**src/tx_ctl_pkg.sv**
```systemverilog
// Purpose: shared constants for the transmit control block
// Assumes: 32-bit APB register access, 100 MHz clock
// Notes: one software register plus one status register
package tx_ctl_pkg;
  // ----------------------------------------------------------
  // register map
  // ----------------------------------------------------------
  localparam logic [11:0] ADDR_TRANSMIT_CONTROL = 12'h0400;
  localparam logic [11:0] ADDR_TX_STATUS = 12'h0404;
  // ----------------------------------------------------------
  // transmit_control fields
  // ----------------------------------------------------------
  localparam int BIT_ENABLE = 1;
  localparam int BIT_PAD = 3;
  localparam int RETRY_LO = 4;
  localparam int RETRY_HI = 11;
  localparam int SPAN_LO = 12;
  localparam int SPAN_HI = 21;
  localparam int BIT_PAUSE = 22;
  localparam int BIT_BURST = 23;
  localparam int BIT_LATE = 24;
  localparam int BIT_UNDERRUN = 25;
  localparam int THR_LO = 26;
  localparam int THR_HI = 27;
  localparam int BIT_MULTI = 28;
  localparam logic [31:0] CTRL_WMASK = 32'h1FFF_FFFA;
  // enable 0, pad 1, threshold 1, multi fetch 1 until the nvm load overrides it
  localparam logic [31:0] CTRL_RESET = 32'h1400_0008;
  // ----------------------------------------------------------
  // timing and packet sizes
  // ----------------------------------------------------------
  localparam logic [15:0] MIN_FRAME_BYTES = 16'h0040;
  localparam logic [15:0] LATE_WIN_SLOW = 16'h0040;
  localparam logic [15:0] LATE_WIN_GIG = 16'h0200;
  localparam logic [3:0] BACKOFF_CLAMP = 4'h0A;
  localparam logic [2:0] MAX_FETCH = 3'h4;
  localparam logic [1:0] SPEED_GIG = 2'h2;
  localparam logic [31:0] PSLVERR_NONE = 32'h0000_0000;
endpackage

```
**src/tx_mac_control.sv**
```systemverilog
// Purpose: transmit control of a csma/cd mac with an apb register port
// Assumes: one 100 MHz clock, synchronous active high reset
// Notes: medium events arrive already on this clock; nvm strap loaded at init
//
// Overview of operation
// - data packets start only while the enable bit is set, pause frames whenever idle; resets to zero
// - clearing enable finishes the current packet, then holds queued data
// - pad bit set extends short packets to 64 bytes of data
// - retry limit counts retransmissions beyond the first, half duplex only
// - binary exponential backoff range clamps after the tenth retry
// - collision span pads with symbols to span plus one byte, any duplex
// - pause request schedules xoff frame; cleared when that frame is sent
// - late collision retry bit retransmits late collisions, ignored full duplex
// - multi fetch bit allows four outstanding reads, else one
// - multi fetch bit is loaded from nvm during initialisation
// - late window 64 bytes slow, 512 at gigabit; off means success
//
// Decided for this implementation: the APB slave port.
`timescale 1ns/1ps
module tx_mac_control
  import tx_ctl_pkg::*;
#(
  parameter int SLOT_CYCLES = 512
) (
  // clock and reset
  input wire logic clock,
  input wire logic sys_rst,
  // apb slave
  input wire logic psel,
  input wire logic penable,
  input wire logic pwrite,
  input wire logic [11:0] paddr,
  input wire logic [31:0] pwdata,
  output logic [31:0] prdata,
  output logic pready,
  output logic pslverr,
  // initialisation
  input wire logic nvm_load,
  input wire logic nvm_multi_fetch,
  // link status
  input wire logic full_duplex,
  input wire logic [1:0] link_speed,
  // packet queue
  input wire logic pkt_avail,
  input wire logic [15:0] pkt_len,
  output logic pkt_take,
  // medium side
  output logic tx_start,
  output logic [15:0] tx_data_bytes,
  output logic [15:0] tx_total_bytes,
  output logic tx_pause,
  input wire logic tx_done,
  input wire logic collision,
  input wire logic [15:0] bytes_sent,
  // data fetch
  output logic [2:0] fetch_limit,
  output logic tx_abandon
);
  // ----------------------------------------------------------
  // state
  // ----------------------------------------------------------
  typedef enum logic [2:0] {
    ST_IDLE = 3'b000,
    ST_SEND = 3'b001,
    ST_PAUSE = 3'b010,
    ST_BACKOFF = 3'b011,
    ST_NEXT = 3'b100
  } tx_state_t;

  typedef struct packed {
    tx_state_t fsm;
    logic [31:0] ctrl;
    logic [7:0] attempts;
    logic [31:0] wait_cnt;
    logic [15:0] data_bytes;
    logic [15:0] total_bytes;
    logic start;
    logic take;
    logic abandon;
    logic [31:0] rdata;
    logic [15:0] sent_count;
    logic [15:0] abandon_count;
  } ctl_state_t;

  ctl_state_t s_reg;
  ctl_state_t s_next;
  logic [15:0] rnd;
  logic [15:0] span_plus;
  logic [15:0] padded;
  logic [15:0] late_win;
  logic [3:0] exp_k;
  logic [15:0] range_mask;
  logic [31:0] slot_wait;
  logic wr_ctrl;
  logic rd_acc;
  logic half_duplex;

  backoff_lfsr #(
    .WIDTH(16)
  ) u_lfsr (
    .clock(clock),
    .sys_rst(sys_rst),
    .value(rnd)
  );

  // ----------------------------------------------------------
  // combinational helpers
  // ----------------------------------------------------------
  assign half_duplex = ~full_duplex;
  assign wr_ctrl = psel & penable & pwrite & (paddr == ADDR_TRANSMIT_CONTROL);
  // read data is captured in the setup cycle so it stands at the access edge
  assign rd_acc = psel & ~penable & ~pwrite;
  assign span_plus = {6'h00, s_reg.ctrl[SPAN_HI:SPAN_LO]} + 16'h0001;
  assign late_win = (link_speed == SPEED_GIG) ? LATE_WIN_GIG : LATE_WIN_SLOW;
  // range is 2^min(attempts,10) slots
  assign exp_k = (s_reg.attempts > {4'h0, BACKOFF_CLAMP}) ?
                 BACKOFF_CLAMP : s_reg.attempts[3:0];
  assign range_mask = 16'((32'h1 << exp_k) - 32'h1);
  assign slot_wait = 32'(rnd & range_mask) * 32'(SLOT_CYCLES);

  always_comb begin
    padded = pkt_len;
    if (s_reg.ctrl[BIT_PAD] && pkt_len < MIN_FRAME_BYTES) begin
      padded = MIN_FRAME_BYTES;
    end
  end

  always_comb begin
    s_next = s_reg;
    s_next.start = 1'b0;
    s_next.take = 1'b0;
    s_next.abandon = 1'b0;
    // --------------------------------------------------------
    // register writes and read data capture
    // --------------------------------------------------------
    if (wr_ctrl) begin
      s_next.ctrl = pwdata & CTRL_WMASK;
    end
    if (nvm_load) begin
      s_next.ctrl[BIT_MULTI] = nvm_multi_fetch;
    end
    if (rd_acc) begin
      unique case (paddr)
        ADDR_TRANSMIT_CONTROL: s_next.rdata = s_reg.ctrl;
        ADDR_TX_STATUS: s_next.rdata = {s_reg.abandon_count, s_reg.sent_count};
        default: s_next.rdata = PSLVERR_NONE;
      endcase
    end
    // --------------------------------------------------------
    // transmit sequencing
    // --------------------------------------------------------
    unique case (s_reg.fsm)
      ST_IDLE: begin
        // a pause request goes ahead of queued data
        if (s_reg.ctrl[BIT_PAUSE]) begin
          s_next.fsm = ST_PAUSE;
          s_next.start = 1'b1;
        end else if (s_reg.ctrl[BIT_ENABLE] && pkt_avail) begin
          s_next.fsm = ST_SEND;
          s_next.attempts = 8'h00;
          s_next.data_bytes = padded;
          s_next.total_bytes = (padded < span_plus) ? span_plus : padded;
          s_next.start = 1'b1;
        end
      end
      ST_SEND: begin
        // finishes even if enable drops meanwhile
        if (collision && half_duplex) begin
          if (bytes_sent >= late_win && !s_reg.ctrl[BIT_LATE]) begin
            s_next.fsm = ST_NEXT;
            s_next.sent_count = s_reg.sent_count + 16'h0001;
          end else if (s_reg.attempts >= s_reg.ctrl[RETRY_HI:RETRY_LO]) begin
            s_next.fsm = ST_NEXT;
            s_next.abandon = 1'b1;
            s_next.abandon_count = s_reg.abandon_count + 16'h0001;
          end else begin
            s_next.fsm = ST_BACKOFF;
            s_next.attempts = s_reg.attempts + 8'h01;
            s_next.wait_cnt = slot_wait;
          end
        end else if (tx_done) begin
          s_next.fsm = ST_NEXT;
          s_next.sent_count = s_reg.sent_count + 16'h0001;
        end
      end
      ST_BACKOFF: begin
        if (s_reg.wait_cnt == 32'h0000_0000) begin
          s_next.fsm = ST_SEND;
          s_next.start = 1'b1;
        end else begin
          s_next.wait_cnt = s_reg.wait_cnt - 32'h0000_0001;
        end
      end
      ST_PAUSE: begin
        if (tx_done) begin
          s_next.fsm = ST_IDLE;
          // a new request written in the same cycle wins over the self clear
          s_next.ctrl[BIT_PAUSE] = wr_ctrl & pwdata[BIT_PAUSE];
        end
      end
      ST_NEXT: begin
        s_next.fsm = ST_IDLE;
        s_next.take = 1'b1;
      end
      default: s_next.fsm = ST_IDLE;
    endcase
  end

  always_ff @(posedge clock) begin
    if (sys_rst) begin
      s_reg.fsm <= ST_IDLE;
      s_reg.ctrl <= CTRL_RESET;
      s_reg.attempts <= 8'h00;
      s_reg.wait_cnt <= 32'h0000_0000;
      s_reg.data_bytes <= 16'h0000;
      s_reg.total_bytes <= 16'h0000;
      s_reg.start <= 1'b0;
      s_reg.take <= 1'b0;
      s_reg.abandon <= 1'b0;
      s_reg.rdata <= 32'h0000_0000;
      s_reg.sent_count <= 16'h0000;
      s_reg.abandon_count <= 16'h0000;
    end else begin
      s_reg <= s_next;
    end
  end

  // ----------------------------------------------------------
  // outputs
  // ----------------------------------------------------------
  assign prdata = s_reg.rdata;
  assign pready = 1'b1;
  assign pslverr = 1'b0;
  assign pkt_take = s_reg.take;
  assign tx_start = s_reg.start;
  assign tx_pause = (s_reg.fsm == ST_PAUSE);
  assign tx_data_bytes = s_reg.data_bytes;
  assign tx_total_bytes = s_reg.total_bytes;
  assign tx_abandon = s_reg.abandon;
  assign fetch_limit = s_reg.ctrl[BIT_MULTI] ? MAX_FETCH : 3'h1;
endmodule

```
**src/backoff_lfsr.sv**
```systemverilog
// Purpose: pseudo random source for collision backoff
// Assumes: same clock as the transmit control
// Notes: 16-bit galois lfsr, free running
`timescale 1ns/1ps
module backoff_lfsr #(
  parameter int WIDTH = 16
) (
  // clock and reset
  input wire logic clock,
  input wire logic sys_rst,
  // output
  output logic [WIDTH-1:0] value
);
  typedef struct packed {
    logic [WIDTH-1:0] shift;
  } lfsr_state_t;
  lfsr_state_t state_reg;
  lfsr_state_t state_next;
  localparam logic [WIDTH-1:0] TAPS = 16'hB400;
  localparam logic [WIDTH-1:0] SEED = 16'hACE1;

  always_comb begin
    state_next = state_reg;
    state_next.shift = state_reg.shift >> 1;
    if (state_reg.shift[0]) begin
      state_next.shift = (state_reg.shift >> 1) ^ TAPS;
    end
  end

  always_ff @(posedge clock) begin
    if (sys_rst) begin
      state_reg.shift <= SEED;
    end else begin
      state_reg <= state_next;
    end
  end

  assign value = state_reg.shift;
endmodule

```
**config.mk**
```make
export PLATFORM = sky130hd
export DESIGN_NAME = tx_mac_control
export DESIGN_NICKNAME = d
export VERILOG_FILES = /design/src/tx_ctl_pkg.sv /design/src/tx_mac_control.sv /design/src/backoff_lfsr.sv
export SDC_FILE = /design/constraint.sdc
export NUM_CORES = 1
export LEC_CHECK = 0
export ABC_AREA = 1
export BUFFER_PORTS_ARGS = -buffer_cell sky130_fd_sc_hd__clkbuf_2
export CAP_MARGIN = 20
export CELL_PAD_IN_SITES_DETAIL_PLACEMENT = 0
export CELL_PAD_IN_SITES_GLOBAL_PLACEMENT = 2
export CORE_MARGIN = 10
export CORE_UTILIZATION = 34
export CTS_CLUSTER_DIAMETER = 50
export DETAILED_ROUTE_END_ITERATION = 8
export GPL_ROUTABILITY_DRIVEN = 0
export PLACE_DENSITY = 0.83
export SLEW_MARGIN = 20
export SYNTH_ARGS = -nofsm -noshare
export SYNTH_HDL_FRONTEND = slang
export SYNTH_SLANG_ARGS = --single-unit
```
**constraint.sdc**
```tcl
create_clock -name clock -period 5.09 [get_ports clock]
set_input_delay 0.509 -clock clock [delete_from_list [all_inputs] [get_ports clock]]
set_output_delay 0.509 -clock clock [all_outputs]
set_load 0.01 [all_outputs]
```
# After elaboration in Yosys (flattened, before gate mapping)
# Cells that the tools add are included.
# totals
mem_bits_ro,0
ram_bits,0
ff_bits,185
inputBits,89
out_inout_bits,73
latch_bits,0
mem_count,0
word_cells,115
# op_classes
multipliers,0
bitwise,15
mux,37
eq_ne,18
magnitude_cmp,5
div,0
addsub,6
shifts,1
reduce_logical,18
# op_table
operator,count
$pmux 32 s2,2
$mux 40,3
$mux 16,6
$add 16x1->16 const B,2
$logic_not 32->1,1
$mux 32,1
$sub 32x1->32 const B,1
$mux 29,1
$mux 3,9
$eq 12x11->1 const B,2
$and 16x16->16,1
$ge 16x10->1,1
$lt 16x11->1,1
$lt 16x7->1 const B,1
$mux 8,2
$pmux 8 s2,1
$shl 1x4->16 const A,1
$sub 16x1->16 const B,1
$ne 2x2->1 const B,7
$pmux 3 s4,1
$add 10x1->11 const B,1
$mux 10,1
$add 8x1->8 const B,1
$ge 8x8->1,1
other kinds (22),51

# Depth between registers and ports, before layout
# logic_depth
ltp_word,9
mapped_depth,19
mapped_depth_nobuf,18

# Modules after synthesis
# Synthesis repeated with hierarchy kept, for this count alone.
# hier_totals
cells_unflattened,1438
area_unflattened_um2,10234.8
# by_module_without_submodules
mod,seq_area_each_um2,cells_each,n_inst,area_each_um2
tx_mac_control,3383.2,1374,1,9663.0
backoff_lfsr,320.3,64,1,571.8

# Worst setup path before layout
# OpenSTA, ideal clock, no wires.
# synth_timing
kind,reg-to-reg
startpoint,reg s_reg[153] (netlist name)
endpoint,"reg s_reg, in the netlist tx_total_bytes[8]"
slack_ns,2.715
setup_time_ns,0.133
n_path_buf,1
required_ns,4.957
path_stages_with_launch,15
t_arrival_ns,2.243
synth_period_minus_slack_ns,2.375
cell_sequence,dfxtp_1 -> nand3_1 -> nor2_1 -> nand2_1 -> nor3_1 -> nand2_1 -> xor2_1 -> ha_1 -> a21oi_1 -> o21ai_0 -> nor2_1 -> clkbuf_1 -> nand3_1 -> nand3_1 -> a21oi_1
# synth_between
elab_chain_len,3
# synth_lines
item,line_no,source
start: declaration,tx_mac_control.sv:85,ctl_state_t s_reg;
start signal: assignment,tx_mac_control.sv:224,s_reg <= s_next;
$add 10x1->11 *,tx_mac_control.sv:113,"assign span_plus = {6'h00, s_reg.ctrl[SPAN_HI:SPAN_LO]} + 16'h0001;"
$lt 16x11->1,tx_mac_control.sv:162,s_next.total_bytes = (padded < span_plus) ? span_plus : padded;
$mux 16 *,tx_mac_control.sv:162,
# Every way passes the cells marked *; elsewhere a longest branch is shown, timed or not.
# A chain may end at the register's enable or synchronous reset.

# Worst setup path after layout
# layout_timing
startpoint,reg s_reg[153] (netlist name)
endpoint,"reg s_reg, in the netlist tx_total_bytes[0]"
# layout_between
elab_chain_len,3
# layout_lines
item,line_no
$add 10x1->11,tx_mac_control.sv:113
$lt 16x11->1,tx_mac_control.sv:162
$mux 16,tx_mac_control.sv:162
# Every way passes these cells.

==> flow_summary.ini <==
[detailed_routing]
wl_met2_um = 12980
drc = 0
wl_met1_um = 14150
vias_per_cell = 4.801
dr_wl_met3_um = 1854
first_pass_iters = 5
antenna_left = 0
drt_iter0_drc = 447
drt_wl_total_um = 29250
highest-signal-layer = met5
wl_per_cell_um = 15.59
vias = 9006

[floorplanning]
start_util_pct = 34.81
num_rows = 62
die_area_um2 = 36910
die_h_um = 192.1
die_w_um = 192.1
core_area_um2 = 28940
design.portCount = 162

[power]
vdd_drop_max_mv = 0.2406
p_per_area_nw_per_um2 = 392.8
leakagePower_uw = 0.004893
power_uw = 4400

[finish]
fillers = 3121
areaGrowthSynthToFinish_pct = 11.19
layout.nets = 1596
final_util_pct = 38.71
drive_gt1_share_pct = 14.68
regArea_um2 = 3704
largest_reg_flops = 102
antennaDiodeCount = 0
layout_commonest_cell = nand2_1
multi_input_area_um2 = 4872
most-common-layout-cells = nand2_1 (253), inv_1 (185), dfxtp_1 (185), clkbuf_2 (153), a21oi_1 (136)

[yosys]
netlist_area_um2 = 10070
synth_top_area_share_pct = 36.77
syn_area_per_cell_um2 = 7.044
synth.area.top_cells = dfxtp_1 (37%), nand2_1 (9.4%), inv_1 (6.9%)
synth.largest_area_cell = dfxtp_1
synth-seq-cells = 185
yosysWarnings = 0
ys_seq_area_share_pct = 36.77
syn_inst = 1430
ys_types = 48

[sta]
fin_crit_sh_pct = 67.56
maxSlewHeadroom_pct = 26.99
tns_ns = 0
setup_violations = 0
drv_slew = 0
period_minus_slack_ns = 3.439
rsz0062_at_grt = no
finalClockSkew_ns = 0.01514
hold_ws_ns = 0.2947
fmax_mhz = 290.8
hold_viol = 0
tightest_slew_ns = 1.092
fin_ws_ns = 1.651

[placed_design]
pre_cts_ws_ns = 1.709
place_hpwl_um = 21370
portBuffers = 153

[worst_setup_path]
timing.critical_path.buf_inv = 0
cp_top_family = simple AND/OR/NAND/NOR gates
cpMostUsedCell = nand2_1
crit_path_end_kind = flip-flop
cp_data_arrival_time_ns = 3.80
cp_slowest_cell = nor2_1
critPathMaxFanout = 12
slowest_delay_ns = 0.61
crit_path_start_kind = flip-flop
crit_type = flip-flop to flip-flop
worstPathRequired_ns = 5.45
cp_cell_sequence = nand3_1 > nor2_1 > nand2_1 > nor3_1 > nand2_1 > xor2_1 > ha_1 > a21oi_1 > o21ai_0 > nor2_1 > nand2_1 > nand2_1 > nand3_1 > a21oi_1

[clocking]
cts_buffer_depth = 2
cts_setup_buffers = 0
cts_sinks = 185
post_cts_resized = 0
cts_max_level = 4
clock_latency_ns = 0.43
tritoncts = yes
cts_buffers = 17
cts_hold_buffers = 0
clk_pin_slew_ns = 0.08
cts_root_buf = clkbuf_16

[global_route]
grt_pass1_wl_um = 47600
grt_pass1_vias = 8983
grt_overflow = 0
antenna_found_initial = 1
grt_max_degree = 78
grt_use_total_pct = 15.92

[hold_path]
worst_hold_path_type = input pin to flip-flop

[outcome]
run_status = finished clean

[job]
drv_cap = 0
final timing paths:
kind                                                   from                        endpoint  slack [ns]  cells after the start
worst min-delay path                             pwdata[28]         s_reg[167]$_SDFFE_PP1P_        0.29                      3
worst max-delay path                s_reg[153]$_SDFFE_PP0P_  tx_total_bytes[0]$_SDFFE_PP0P_        1.65                     14
worst min register to register  u_lfsr.value[15]$_SDFF_PP1_     u_lfsr.value[14]$_SDFF_PP0_        0.41                      2
worst max register to register      s_reg[153]$_SDFFE_PP0P_  tx_total_bytes[0]$_SDFFE_PP0P_        1.65                     14
cell families after synthesis:
| family | synth area share [%] |
|---|---|
| compound gates | 16.74 |
| xor+xnor | 3.999 |
| other cells | 0.07455 |
| simple gates | 24.08 |
| buf+inv | 14.98 |
| fa+ha+maj | 3.354 |
| flops | 36.77 |
per-layer routing:
metal / global-route usage, % / up-vias
met4: 3.548 / 2
met2: 25.28 / 173
met5: 0 / -
met3: 4.697 / 18
met1: 20.83 / 4095
li1: - / 4718
stage by stage:
step                instance area (um2)  cells
floorplan                         10080   1431
global placement                  10600   1845
detailed placement                10600   1845
CTS                               11200   1876
global route                      11200   1876
finish                            11200   1876
cell usage after synthesis, drive strengths merged:
cell type  number
or2             6
nand4          11
inv           189
a311oi          1
o31ai           2
a211oi          4
nor2          133
nor3b           3
o221ai         22
dfxtp         185
or4             1
o2111ai         1
nor3           32
and3            3
o211ai         34
clkinv          2
o41ai           1
conb            2
xor2           41
nand3          84
buf            87
nor4           20
clkbuf         44
o21ai          89
nand2         257
o22ai           2
nand3b          2
xnor2           5
a21oi         137
o21bai          1
a31oi           2
ha             27
layout make-up:
class	count	area share (%)
multi-input cells	924	43.50
flip-flops and latches	185	33.07
repair buffers	161	7.373
inverters	191	6.401
well taps	384	4.290
clock buffers	18	3.832
clock inverters	13	1.542
tightest hold or removal path: stages:
cell	delay [ns]
clkbuf_2	0.08
o21ai_1	0.06
nand2_1	0.06
power breakdown:
part	switching [uW]	leakage, uW	internal, uW
Combinational	930	0.00310	513
Sequential	56.6	0.00150	1510
Clock	611	0.000290	777
Power figures use the tool's default switching activity.
